## src/hw/mlcs_pkg.sv

```systemverilog
// Package with constants and types for the memory link chip-select timing block
package mlcs_pkg;

    // Field widths
    localparam int CODE_W = 4;        // Idle, set-up, hold and latency codes
    localparam int MAXLEN_W = 9;      // Maximum low time field
    localparam int LAT_W = 5;         // Latency in cycles, 5..16
    localparam int GAP_W = 5;         // Saturating idle-gap counter

    // Select numbering
    localparam logic SEL_FLASH = 1'h0;
    localparam logic SEL_RAM = 1'h1;

    // Target area of the RAM select
    localparam logic AREA_MEM = 1'h0;
    localparam logic AREA_REG = 1'h1;

    // Idle gap: 1.5 cycles at code 0, rounded up to whole cycles
    localparam logic [GAP_W-1:0] GAP_BASE = 5'h02;
    localparam logic [GAP_W-1:0] GAP_SAT = 5'h1F;
    localparam logic [GAP_W-1:0] GAP_RESET = 5'h1F;

    // Set-up and hold: code 0 means one cycle
    localparam logic [CODE_W-1:0] TIME_BASE_M1 = 4'h0;

    // Latency: code 0 is 5 cycles, code 11 is 16 cycles
    localparam logic [LAT_W-1:0] LAT_BASE = 5'h05;
    localparam logic [CODE_W-1:0] LAT_CODE_MAX = 4'hB;
    localparam logic [LAT_W-1:0] LAT_MAX = 5'h10;

    // Reset values of counters
    localparam logic [CODE_W-1:0] CNT_RESET = 4'h0;
    localparam logic [MAXLEN_W-1:0] LOW_RESET = 9'h000;

    // Access sequencer states
    typedef enum logic [1:0] {
        ST_IDLE,
        ST_SETUP,
        ST_ACCESS,
        ST_HOLD
    } mlcs_state_e;

endpackage

```

## src/hw/mlcs_gap_timer.sv

```systemverilog
// Counts cycles that one chip select has stayed negated
`timescale 1ns/1ps
`default_nettype none

module mlcs_gap_timer (
    // Clock and reset
    input wire logic clk_i,
    input wire logic resetn_i,
    // Select level as driven on the pin
    input wire logic select_n_i,
    // Completed negated cycles, saturating
    output logic [mlcs_pkg::GAP_W-1:0] gap_o
);

    logic [mlcs_pkg::GAP_W-1:0] gap_reg; // Negated-cycle count

    // Restart on assertion, count while negated, stop at the top
    always_ff @(posedge clk_i) begin
        if (!resetn_i) begin
            gap_reg <= mlcs_pkg::GAP_RESET; // Free to start right after reset
        end else if (!select_n_i) begin
            gap_reg <= '0;
        end else if (gap_reg != mlcs_pkg::GAP_SAT) begin
            gap_reg <= gap_reg + 5'h01;
        end
    end

    assign gap_o = gap_reg;

endmodule
`default_nettype wire

```

## src/hw/mlcs_top.sv

```systemverilog
// Chip-select timing sequencer for a flash select and a RAM select
// Function
// - Select stays negated at least programmed gap
// - Programmed set-up after select assertion
// - Programmed hold before select negation
// - Latency code 0..11 gives 5..16
// - Flash latency reads only; RAM both
// - Optional per-select maximum low time
// - Maximum value N limits to N+1
// - Separate read and write timing sets
// - Two independently configured select spaces
// - RAM select targets memory or registers
`timescale 1ns/1ps
`default_nettype none

module mlcs_top (
    // Clock and reset
    input wire logic CLK_I,
    input wire logic RESETN_I,
    // Access request from the read/write path
    input wire logic REQ_I,
    input wire logic REQ_SEL_I,
    input wire logic REQ_WRITE_I,
    output logic REQ_READY_O,
    // Data phase handshake
    output logic ACC_START_O,
    input wire logic ACC_DONE_I,
    output logic [mlcs_pkg::LAT_W-1:0] LAT_CYCLES_O,
    output logic LAT_EN_O,
    output logic RAM_AREA_O,
    output logic MAX_HIT_O,
    output logic BUSY_O,
    // Flash select configuration
    input wire logic [mlcs_pkg::CODE_W-1:0] FLASH_RD_IDLE_I,
    input wire logic [mlcs_pkg::CODE_W-1:0] FLASH_WR_IDLE_I,
    input wire logic [mlcs_pkg::CODE_W-1:0] FLASH_RD_SETUP_I,
    input wire logic [mlcs_pkg::CODE_W-1:0] FLASH_WR_SETUP_I,
    input wire logic [mlcs_pkg::CODE_W-1:0] FLASH_RD_HOLD_I,
    input wire logic [mlcs_pkg::CODE_W-1:0] FLASH_WR_HOLD_I,
    input wire logic [mlcs_pkg::CODE_W-1:0] FLASH_LAT_I,
    input wire logic FLASH_MAX_EN_I,
    input wire logic [mlcs_pkg::MAXLEN_W-1:0] FLASH_MAX_LEN_I,
    // RAM select configuration
    input wire logic [mlcs_pkg::CODE_W-1:0] RAM_RD_IDLE_I,
    input wire logic [mlcs_pkg::CODE_W-1:0] RAM_WR_IDLE_I,
    input wire logic [mlcs_pkg::CODE_W-1:0] RAM_RD_SETUP_I,
    input wire logic [mlcs_pkg::CODE_W-1:0] RAM_WR_SETUP_I,
    input wire logic [mlcs_pkg::CODE_W-1:0] RAM_RD_HOLD_I,
    input wire logic [mlcs_pkg::CODE_W-1:0] RAM_WR_HOLD_I,
    input wire logic [mlcs_pkg::CODE_W-1:0] RAM_LAT_I,
    input wire logic RAM_MAX_EN_I,
    input wire logic [mlcs_pkg::MAXLEN_W-1:0] RAM_MAX_LEN_I,
    input wire logic RAM_AREA_SEL_I,
    // Chip selects, active low
    output logic FLASH_SELECT_N_O,
    output logic RAM_SELECT_N_O
);

    mlcs_pkg::mlcs_state_e state_reg; // Sequencer state
    mlcs_pkg::mlcs_state_e state_next;
    logic sel_reg; // Select of the running access
    logic write_reg; // Direction of the running access
    logic [mlcs_pkg::CODE_W-1:0] cnt_reg; // Set-up and hold down-counter
    logic [mlcs_pkg::CODE_W-1:0] hold_code_reg; // Hold code latched at accept
    logic max_en_reg; // Low-time limit enabled
    logic [mlcs_pkg::MAXLEN_W-1:0] max_len_reg; // Low-time limit value
    logic [mlcs_pkg::MAXLEN_W-1:0] low_reg; // Cycles spent low minus one
    logic flash_sel_n_reg;
    logic ram_sel_n_reg;
    logic start_reg;
    logic hit_reg;
    logic [mlcs_pkg::LAT_W-1:0] lat_reg;
    logic lat_en_reg;
    logic area_reg;
    logic [mlcs_pkg::GAP_W-1:0] flash_gap; // Negated cycles of the flash select
    logic [mlcs_pkg::GAP_W-1:0] ram_gap; // Negated cycles of the RAM select
    logic [mlcs_pkg::CODE_W-1:0] idle_code; // Gap code for the pending request
    logic [mlcs_pkg::CODE_W-1:0] setup_code;
    logic [mlcs_pkg::CODE_W-1:0] hold_code;
    logic [mlcs_pkg::CODE_W-1:0] lat_code;
    logic [mlcs_pkg::GAP_W-1:0] gap_now;
    logic gap_ok; // Requested select has been high long enough
    logic accept; // Request taken this cycle
    logic limit_hit; // Low-time limit reached this cycle

    // One negated-time counter per select
    mlcs_gap_timer u_flash_gap (
        .clk_i(CLK_I),
        .resetn_i(RESETN_I),
        .select_n_i(flash_sel_n_reg),
        .gap_o(flash_gap)
    );
    mlcs_gap_timer u_ram_gap (
        .clk_i(CLK_I),
        .resetn_i(RESETN_I),
        .select_n_i(ram_sel_n_reg),
        .gap_o(ram_gap)
    );

    // Pick the timing set of the requested select and direction
    always_comb begin
        if (REQ_SEL_I == mlcs_pkg::SEL_FLASH) begin
            idle_code = REQ_WRITE_I ? FLASH_WR_IDLE_I : FLASH_RD_IDLE_I;
            setup_code = REQ_WRITE_I ? FLASH_WR_SETUP_I : FLASH_RD_SETUP_I;
            hold_code = REQ_WRITE_I ? FLASH_WR_HOLD_I : FLASH_RD_HOLD_I;
            lat_code = FLASH_LAT_I;
            gap_now = flash_gap;
        end else begin
            idle_code = REQ_WRITE_I ? RAM_WR_IDLE_I : RAM_RD_IDLE_I;
            setup_code = REQ_WRITE_I ? RAM_WR_SETUP_I : RAM_RD_SETUP_I;
            hold_code = REQ_WRITE_I ? RAM_WR_HOLD_I : RAM_RD_HOLD_I;
            lat_code = RAM_LAT_I;
            gap_now = ram_gap;
        end
    end

    // Gap of code+2 cycles: the cycle of assertion ends the gap, hence -1 here
    assign gap_ok = (gap_now >= ({1'h0, idle_code} + mlcs_pkg::GAP_BASE - 5'h01));
    assign REQ_READY_O = (state_reg == mlcs_pkg::ST_IDLE) && gap_ok;
    assign accept = REQ_I && REQ_READY_O;
    // Low time counts from the first low cycle, so value N ends at N+1 cycles
    assign limit_hit = (state_reg != mlcs_pkg::ST_IDLE) && max_en_reg
        && (low_reg == max_len_reg);

    // Next state; the low-time limit overrides every other step
    always_comb begin
        state_next = state_reg;
        case (state_reg)
            mlcs_pkg::ST_IDLE: begin
                if (accept) begin
                    state_next = mlcs_pkg::ST_SETUP;
                end
            end
            mlcs_pkg::ST_SETUP: begin
                if (cnt_reg == mlcs_pkg::TIME_BASE_M1) begin
                    state_next = mlcs_pkg::ST_ACCESS;
                end
            end
            mlcs_pkg::ST_ACCESS: begin
                if (ACC_DONE_I) begin
                    state_next = mlcs_pkg::ST_HOLD;
                end
            end
            mlcs_pkg::ST_HOLD: begin
                if (cnt_reg == mlcs_pkg::TIME_BASE_M1) begin
                    state_next = mlcs_pkg::ST_IDLE;
                end
            end
            default: begin
                state_next = mlcs_pkg::ST_IDLE;
            end
        endcase
        if (limit_hit) begin
            state_next = mlcs_pkg::ST_IDLE;
        end
    end

    // State register
    always_ff @(posedge CLK_I) begin
        if (!RESETN_I) begin
            state_reg <= mlcs_pkg::ST_IDLE;
        end else begin
            state_reg <= state_next;
        end
    end

    // Latch the access attributes when a request is taken
    always_ff @(posedge CLK_I) begin
        if (!RESETN_I) begin
            sel_reg <= mlcs_pkg::SEL_FLASH;
            write_reg <= 1'h0;
            hold_code_reg <= mlcs_pkg::CNT_RESET;
            max_en_reg <= 1'h0;
            max_len_reg <= mlcs_pkg::LOW_RESET;
        end else if (accept) begin
            sel_reg <= REQ_SEL_I;
            write_reg <= REQ_WRITE_I;
            hold_code_reg <= hold_code;
            // Each select carries its own limit
            max_en_reg <= (REQ_SEL_I == mlcs_pkg::SEL_RAM) ? RAM_MAX_EN_I
                : FLASH_MAX_EN_I;
            max_len_reg <= (REQ_SEL_I == mlcs_pkg::SEL_RAM) ? RAM_MAX_LEN_I
                : FLASH_MAX_LEN_I;
        end
    end

    // Set-up and hold counter: code N keeps the state N+1 cycles
    always_ff @(posedge CLK_I) begin
        if (!RESETN_I) begin
            cnt_reg <= mlcs_pkg::CNT_RESET;
        end else if (accept) begin
            cnt_reg <= setup_code;
        end else if (state_reg == mlcs_pkg::ST_ACCESS) begin
            cnt_reg <= hold_code_reg;
        end else if (cnt_reg != mlcs_pkg::CNT_RESET) begin
            cnt_reg <= cnt_reg - 4'h1;
        end
    end

    // Low-time counter, restarted at each assertion
    always_ff @(posedge CLK_I) begin
        if (!RESETN_I) begin
            low_reg <= mlcs_pkg::LOW_RESET;
        end else if (state_reg == mlcs_pkg::ST_IDLE) begin
            low_reg <= mlcs_pkg::LOW_RESET;
        end else if (low_reg != {mlcs_pkg::MAXLEN_W{1'h1}}) begin
            low_reg <= low_reg + 9'h001;
        end
    end

    // Chip selects follow the next state so they change with it
    always_ff @(posedge CLK_I) begin
        if (!RESETN_I) begin
            flash_sel_n_reg <= 1'h1;
            ram_sel_n_reg <= 1'h1;
        end else begin
            if (state_reg == mlcs_pkg::ST_IDLE) begin
                flash_sel_n_reg <= !(accept && REQ_SEL_I == mlcs_pkg::SEL_FLASH);
                ram_sel_n_reg <= !(accept && REQ_SEL_I == mlcs_pkg::SEL_RAM);
            end else begin
                flash_sel_n_reg <= (state_next == mlcs_pkg::ST_IDLE)
                    || sel_reg != mlcs_pkg::SEL_FLASH;
                ram_sel_n_reg <= (state_next == mlcs_pkg::ST_IDLE)
                    || sel_reg != mlcs_pkg::SEL_RAM;
            end
        end
    end

    // Data phase start pulse and limit pulse
    always_ff @(posedge CLK_I) begin
        if (!RESETN_I) begin
            start_reg <= 1'h0;
            hit_reg <= 1'h0;
        end else begin
            start_reg <= (state_reg == mlcs_pkg::ST_SETUP)
                && (state_next == mlcs_pkg::ST_ACCESS);
            hit_reg <= limit_hit;
        end
    end

    // Latency and target area, fixed for the whole access
    always_ff @(posedge CLK_I) begin
        if (!RESETN_I) begin
            lat_reg <= mlcs_pkg::LAT_BASE;
            lat_en_reg <= 1'h0;
            area_reg <= mlcs_pkg::AREA_MEM;
        end else if (accept) begin
            // Codes above 11 are undefined; clamp to the longest latency
            lat_reg <= (lat_code > mlcs_pkg::LAT_CODE_MAX) ? mlcs_pkg::LAT_MAX
                : ({1'h0, lat_code} + mlcs_pkg::LAT_BASE);
            // Flash writes carry no latency
            lat_en_reg <= (REQ_SEL_I == mlcs_pkg::SEL_RAM) || !REQ_WRITE_I;
            area_reg <= (REQ_SEL_I == mlcs_pkg::SEL_RAM) ? RAM_AREA_SEL_I
                : mlcs_pkg::AREA_MEM;
        end
    end

    assign FLASH_SELECT_N_O = flash_sel_n_reg;
    assign RAM_SELECT_N_O = ram_sel_n_reg;
    assign ACC_START_O = start_reg;
    assign MAX_HIT_O = hit_reg;
    assign LAT_CYCLES_O = lat_reg;
    assign LAT_EN_O = lat_en_reg;
    assign RAM_AREA_O = area_reg;
    assign BUSY_O = (state_reg != mlcs_pkg::ST_IDLE);

    // Helper: direction of the running access, read by assertions only
    logic dir_w;
    assign dir_w = write_reg;

    a_one_select: assert property (@(posedge CLK_I) disable iff (!RESETN_I)
        !(!FLASH_SELECT_N_O && !RAM_SELECT_N_O))
        else $error("both selects asserted");
    // Count compared as it stands, so a saturated counter cannot wrap to zero
    a_gap_flash: assert property (@(posedge CLK_I) disable iff (!RESETN_I)
        $fell(FLASH_SELECT_N_O) |-> $past(flash_gap) >= 5'h01)
        else $error("flash gap shorter than minimum");
    a_gap_ram: assert property (@(posedge CLK_I) disable iff (!RESETN_I)
        $fell(RAM_SELECT_N_O) |-> $past(ram_gap) >= 5'h01)
        else $error("ram gap shorter than minimum");
    a_setup_min: assert property (@(posedge CLK_I) disable iff (!RESETN_I)
        accept && setup_code == 4'h0 ##1 !limit_hit |=> ACC_START_O)
        else $error("one-cycle set-up not honoured");
    a_setup_long: assert property (@(posedge CLK_I) disable iff (!RESETN_I)
        accept && setup_code == 4'h2 |=> !ACC_START_O [*3])
        else $error("set-up ended early");
    a_hold_len: assert property (@(posedge CLK_I) disable iff (!RESETN_I)
        state_reg == mlcs_pkg::ST_ACCESS && ACC_DONE_I && hold_code_reg == 4'h1
        && !limit_hit ##1 !limit_hit ##1 !limit_hit |-> BUSY_O ##1 !BUSY_O)
        else $error("hold length wrong");
    a_lat_range: assert property (@(posedge CLK_I) disable iff (!RESETN_I)
        LAT_CYCLES_O >= 5'h05 && LAT_CYCLES_O <= 5'h10)
        else $error("latency out of range");
    a_lat_flash_wr: assert property (@(posedge CLK_I) disable iff (!RESETN_I)
        BUSY_O && sel_reg == mlcs_pkg::SEL_FLASH |-> LAT_EN_O == !dir_w)
        else $error("flash latency applied to write");
    a_lat_ram: assert property (@(posedge CLK_I) disable iff (!RESETN_I)
        BUSY_O && sel_reg == mlcs_pkg::SEL_RAM |-> LAT_EN_O)
        else $error("ram latency missing");
    a_max_low: assert property (@(posedge CLK_I) disable iff (!RESETN_I)
        limit_hit |=> FLASH_SELECT_N_O && RAM_SELECT_N_O && MAX_HIT_O)
        else $error("limit did not negate select");
    a_max_zero: assert property (@(posedge CLK_I) disable iff (!RESETN_I)
        accept && REQ_SEL_I && RAM_MAX_EN_I && RAM_MAX_LEN_I == 9'h000
        |=> !RAM_SELECT_N_O ##1 RAM_SELECT_N_O)
        else $error("limit zero not one cycle");
    a_area_flash: assert property (@(posedge CLK_I) disable iff (!RESETN_I)
        $rose(BUSY_O) && sel_reg == mlcs_pkg::SEL_FLASH |-> RAM_AREA_O == 1'h0)
        else $error("flash access tagged register area");

    c_flash_read: cover property (@(posedge CLK_I) disable iff (!RESETN_I)
        accept && !REQ_SEL_I && !REQ_WRITE_I ##[1:40] ACC_START_O);
    c_ram_write: cover property (@(posedge CLK_I) disable iff (!RESETN_I)
        accept && REQ_SEL_I && REQ_WRITE_I ##[1:40] ACC_START_O);
    c_limit: cover property (@(posedge CLK_I) disable iff (!RESETN_I) MAX_HIT_O);

endmodule
`default_nettype wire

```

## config.mk

```make
export PLATFORM = sky130hd
export DESIGN_NAME = mlcs_top
export DESIGN_NICKNAME = d
export VERILOG_FILES = /design/src/hw/mlcs_pkg.sv /design/src/hw/mlcs_gap_timer.sv /design/src/hw/mlcs_top.sv
export SDC_FILE = /design/constraint.sdc
export NUM_CORES = 1
export LEC_CHECK = 0
export BUFFER_PORTS_ARGS = -buffer_cell sky130_fd_sc_hd__buf_4
export CAP_MARGIN = 30
export CORE_ASPECT_RATIO = 1.1
export CORE_UTILIZATION = 52
export DETAILED_ROUTE_END_ITERATION = 16
export MAX_ROUTING_LAYER = met4
export PLACE_DENSITY = 0.81
export SLEW_MARGIN = 20
export SYNTH_ARGS = -nofsm -noshare
export SYNTH_HDL_FRONTEND = slang
export SYNTH_HIERARCHICAL = 1
export SYNTH_SLANG_ARGS = --single-unit
```

## constraint.sdc

```tcl
create_clock -name CLK_I -period 7 [get_ports CLK_I]
set_input_delay 2.1 -clock CLK_I [delete_from_list [all_inputs] [get_ports CLK_I]]
set_output_delay 2.1 -clock CLK_I [all_outputs]
set_load 0.02 [all_outputs]
```

==> After elaboration in Yosys (flattened, before gate mapping) <==
Cells that the tools add are included.
{ "totals": {"wordCells": 88, "out_inout_bits": 13, "input_bits": 83, "regBits": 51} }
{ "classes": {"order_cmp": 2, "bitwise": 3, "n_eq_ne": 10, "addsub": 7, "mux": 30, "reduce_logical": 20} }
{ "op_table": {"columns": ["cell", "count"], "rows": [
  ["$mux W4", 13],
  ["$mux W5", 6],
  ["$add A5 B1 Y5 const B", 2],
  ["$mux W2", 5],
  ["$ne A5 B5 Y1 const B", 2],
  ["$add A9 B1 Y9 const B", 1],
  ["$eq A9 B9 Y1", 1],
  ["$mux W9", 1],
  ["$ne A9 B9 Y1 const B", 1],
  ["$pmux W2 S4", 1],
  ["$logic_and A1 B1 Y1", 7],
  ["$eq A2 B2 Y1 const B", 3],
  ["$add A4 B2 Y5 const B", 1],
  ["$add A4 B3 Y5 const B", 1],
  ["$ge A5 B5 Y1", 1],
  ["$sub A5 B1 Y5 const B", 1],
  ["$gt A4 B4 Y1 const B", 1],
  ["$logic_not A2 Y1", 2],
  ["$logic_not A4 Y1", 1],
  ["$mux W1", 4],
  ["$ne A2 B1 Y1 const B", 2],
  ["$reduce_bool A4 Y1", 1],
  ["$sub A4 B1 Y4 const B", 1],
  ["$logic_not A1 Y1", 3],
  ["other kinds (6)", 10]
]} }

==> Longest topological paths before layout <==
{ "depth": {"depth_word": 13, "mapped_depth": 11, "mapped_depth_nobuf": 9} }

==> Hierarchy <==
Netlist, hierarchy kept.
{ "modules_own_cells": {"columns": ["module", "cells_each", "seq_area_each_um2", "instances", "area_per_inst_um2"], "rows": [
  ["mlcs_top", 287, 820.8, 1, 2628.8],
  ["mlcs_gap_timer", 21, 100.1, 2, 221.5]
]} }

==> Worst setup path before layout <==
Ideal clock, no wire load.
{ "synth_path": {"path_kind": "in2out", "from": "in REQ_SEL_I", "to": "out REQ_READY_O", "slack_ns": 0.616, "n_path_buf": 3, "required_time_ns": 4.900, "stages": 9, "arrival_ns": 4.284, "path_cell_list": "buf_2 buf_2 buf_1 mux2_2 ha_1 nand2_1 o21a_1 o21ai_1 nor2b_1"} }
{ "synth_via": {"elab_chain_len": 5, "word_cells_on_any_way": 6, "classes_between": "add/sub: 2; order compare: 1; mux: 2; reduce/logical: 1"} }
{ "synth_rtl": {"columns": ["item", "line", "text"], "rows": [
  ["from (decl)", "mlcs_top.sv:22", "input wire logic REQ_SEL_I,"],
  ["$mux W4", "mlcs_top.sv:102", "if (REQ_SEL_I == mlcs_pkg::SEL_FLASH) begin"],
  ["$add A4 B2 Y5", "mlcs_top.sv:118", "assign gap_ok = (gap_now >= ({1'h0, idle_code} + mlcs_pkg::GAP_BASE - 5'h01));"],
  ["$sub A5 B1 Y5", "mlcs_top.sv:118", null],
  ["$ge A5 B5 Y1 (*)", "mlcs_top.sv:118", null],
  ["$logic_and A1 B1 Y1 (*)", "mlcs_top.sv:119", "assign REQ_READY_O = (state_reg == mlcs_pkg::ST_IDLE) && gap_ok;"],
  ["to (decl)", "mlcs_top.sv:24", "output logic REQ_READY_O,"]
]} }
Every way passes the cells marked *; elsewhere a longest branch is shown, timed or not.

==> Final worst setup path <==
{ "layout_path": {"from": "in REQ_WRITE_I", "to": "out REQ_READY_O"} }
{ "layout_via": {"elab_chain_len": 6, "word_cells_on_any_way": 7, "classes_between": "add/sub: 2; order compare: 1; mux: 3; reduce/logical: 1"} }
{ "layout_rtl": {"columns": ["item", "line", "text"], "rows": [
  ["from (decl)", "mlcs_top.sv:23", "input wire logic REQ_WRITE_I,"],
  ["$mux W4 (on tied branches)", "mlcs_top.sv:103, mlcs_top.sv:109", null],
  ["$mux W4 (*)", "mlcs_top.sv:102", null],
  ["$add A4 B2 Y5 (*)", "mlcs_top.sv:118", null],
  ["$sub A5 B1 Y5 (*)", "mlcs_top.sv:118", null],
  ["$ge A5 B5 Y1 (*)", "mlcs_top.sv:118", null],
  ["$logic_and A1 B1 Y1 (*)", "mlcs_top.sv:119", null]
]} }
Marked as above.

==> out/metrics.yaml <==
status:
  status: "completed"
synthesis:
  async_flop_share_pct: 0
  yosysWarnings: 6
  synthCells: 329
  syn_avg_cell_area_um2: 9.34
  yosysTopAreaCellShare_pct: 33.2
  yosysUniqueCellTypes: 49
  yosysMostFrequentCell: "dfxtp_1"
  yosys-top-cells-area: "dfxtp_1 (33%), mux2i_1 (7.2%), mux4_2 (6.6%)"
  syn-cell-area_um2: 3070
  synth_top_flop_cell: "dfxtp_1"
  yosysSeqAreaShare_pct: 33.2
  yosys.area.top_type: "dfxtp_1"
  synth_seq_cells: 51
  synthTopCellsByCount: "dfxtp_1 (51), nand2_1 (34), nor2_1 (29)"
  syn-num-nets: 426
  synth-edff-count: 0
placed_design:
  dpl_cell_area_um2: 3810
  hpwl_um: 5280
  routabilityCongestion: 0.859
  post-place-ws_ns: 0.470
  place.port_buffers: 95
sta:
  tightest_slew_ns: 0.719
  hold_violations: 0
  fin_setup_tns_ns: 0
  finalClockSkew_ns: 0.0111
  relSlewSlack_pct: 52.0
  setup_slack_ns: 0.504
  rsz0062_at_grt: "no"
  setup_viol: 0
  fmax_mhz: 154
  period_needed_ns: 6.50
  drv_slew: 0
  fin_crit_sh_pct: 92.8
  hold_ws_ns: 0.473
cts:
  tritoncts: "done"
  clock_sinks: 51
  cts-root-buf: "clkbuf_8"
  postCtsSetupRepairBufs: 0
  cts.repair.resized: 0
  clock_path_buffers: 2
  worst_setup_hold_path_clk_slew_ns: 0.10
  insertion_delay_ns: 0.31
  cts.hold.buffers_added: 0
  cts-htree-levels: 2
  numCtsBuffers: 5
route:
  ant_nets: 0
  wirelength_um: 6730
  vias_per_cell: 5.44
  avgRoutedWirePerCell_um: 13.6
  drt_iter0_markers: 97
  drc: 0
  dr.pass1.iters: 4
  dr_total_vias: 2694
cells_and_area:
  final_layout_size_suffix_gt1_share_pct: 32.8
  finalInstanceArea_um2: 3910
  area_delta_synth_final_pct: 27.3
  final_nets: 514
  n_antenna_cell: 0
floorplanning:
  die_area_um2: 6220
  io_pins: 96
  die_x_um: 75.3
  rows: 29
  start_util_pct: 53.6
  dieHeight_um: 82.6
  core_area_um2: 5730
critical_path:
  path_class: "in -> out"
  crit-reg2reg-launch: "u_flash_gap/gap_o[2]"
  timing.rr.end: "cnt_reg[2]"
  reg2reg_depth: 7
  cp-end-kind: "output pin"
  start_kind: "input port"
  critPathSlowestCell: "mux4_2"
  path_cells: "buf_4 > mux4_2 > ha_1 > xnor2_1 > ha_1 > a21oi_1 > o21a_1 > o21ai_1 > nor2b_1 > buf_4"
  reg2reg_slack_ns: 4.80
  crit_start: "REQ_WRITE_I"
  worstPathRequired_ns: 4.90
  crit_path_max_fanout: 16
  critPathMaxStageDelay_ns: 0.57
  endpoint: "REQ_READY_O"
  cp.arrival_ns: 4.40
grt:
  overflow: 0
  grt_usage_pct: 23.8
  grt_pass1_vias: 2546
  antenna_found_initial: 0
  grt_pass1_wl_um: 11100
  grt_max_degree: 34
pwr:
  powerDensity_nw_per_um2: 320
  total_power_mw: 1.25
  leakagePower_nw: 1.69
  peakVddDrop_v: 0.000202
hold_path:
  hold_class: "reg -> reg"
job:
  maxCapViolations: 0
## cell type report
cell class              instances  area (um^2)
fillers                       492         1820
well taps                      77         96.3
clock inverters                 3         28.8
multi-input cells             254         1940
flip-flops and latches         51         1020
repair buffers                 97          728
clock buffers                   5         68.8
inverters                       8         30.0
## routing by layer
| layer | vias up | part of all wire, % | track usage [%] |
|---|---|---|---|
| met4 | 0 | 0.91 | 6.11 |
| met1 | 1251 | 44 | 28.3 |
| met3 | 5 | 4.1 | 2.55 |
| met2 | 77 | 51 | 42.6 |
| li1 | 1361 | - | - |
| met5 | - | 0 | - |
## worst max-delay path: cells and delay by family
kind / cells / cell delay (ns)
muxes: 1 / 0.57
buffers and inverters: 2 / 0.41
adders and majority gates: 2 / 0.49
xor gates and xnor gates: 1 / 0.17
AOI/OAI and AO/OA: 3 / 0.51
and+or+nand+nor: 1 / 0.15
## kinds of logic after synthesis
group	share of synthesized area [%]
and+or+nand+nor	17.6
AOI/OAI and AO/OA	13.2
DFF	33.2
muxes	18.9
xor gates and xnor gates	7.70
buffers and inverters	3.71
adders and majority gates	5.70
## placed cells by master, fill, tap and decap left out, types with 4 or more instances in the layout
master	count
nor2_1	29
mux4_2	9
a211oi_1	10
mux2_2	13
o21ai_1	8
o21ai_0	12
dfxtp_1	51
nand2_1	34
xor2_1	15
ha_1	14
and3_1	4
nor3_1	5
buf_4	97
a21oi_1	11
nor2b_1	6
mux2i_1	22
nand2b_1	6
inv_1	8
clkbuf_8	5
nand3_1	10
xnor2_1	12
## how the worst min path moves through the flow
stage	end	slack [ns]	cells past startpoint	start
after CTS	hold_code_reg[2]	0.47	2	hold_code_reg[2]
final	hold_code_reg[2]	0.47	2	hold_code_reg[2]
after global routing	LAT_CYCLES_O[1]	0.50	2	LAT_CYCLES_O[1]
after floorplan	RAM_SELECT_N_O	0.43	1	sel_reg
after detailed placement	LAT_CYCLES_O[4]	0.45	2	LAT_CYCLES_O[4]
after global placement	LAT_CYCLES_O[1]	0.44	2	LAT_CYCLES_O[1]
## stage by stage
stage	util, %	cells
2_1_floorplan	-	329
3_3_place_gp	66.5	487
3_5_place_dp	66.5	487
4_1_cts	68.2	495
5_1_grt	68.2	495
6_report	68.2	495
## power by group
group	leakage (nW)	total, mW	switching [mW]	internal, mW
sequential	0.420	0.453	0.0731	0.380
combinational	1.22	0.620	0.329	0.291
clock	0.0502	0.180	0.105	0.0742
(Power assumes the default switching activity.)
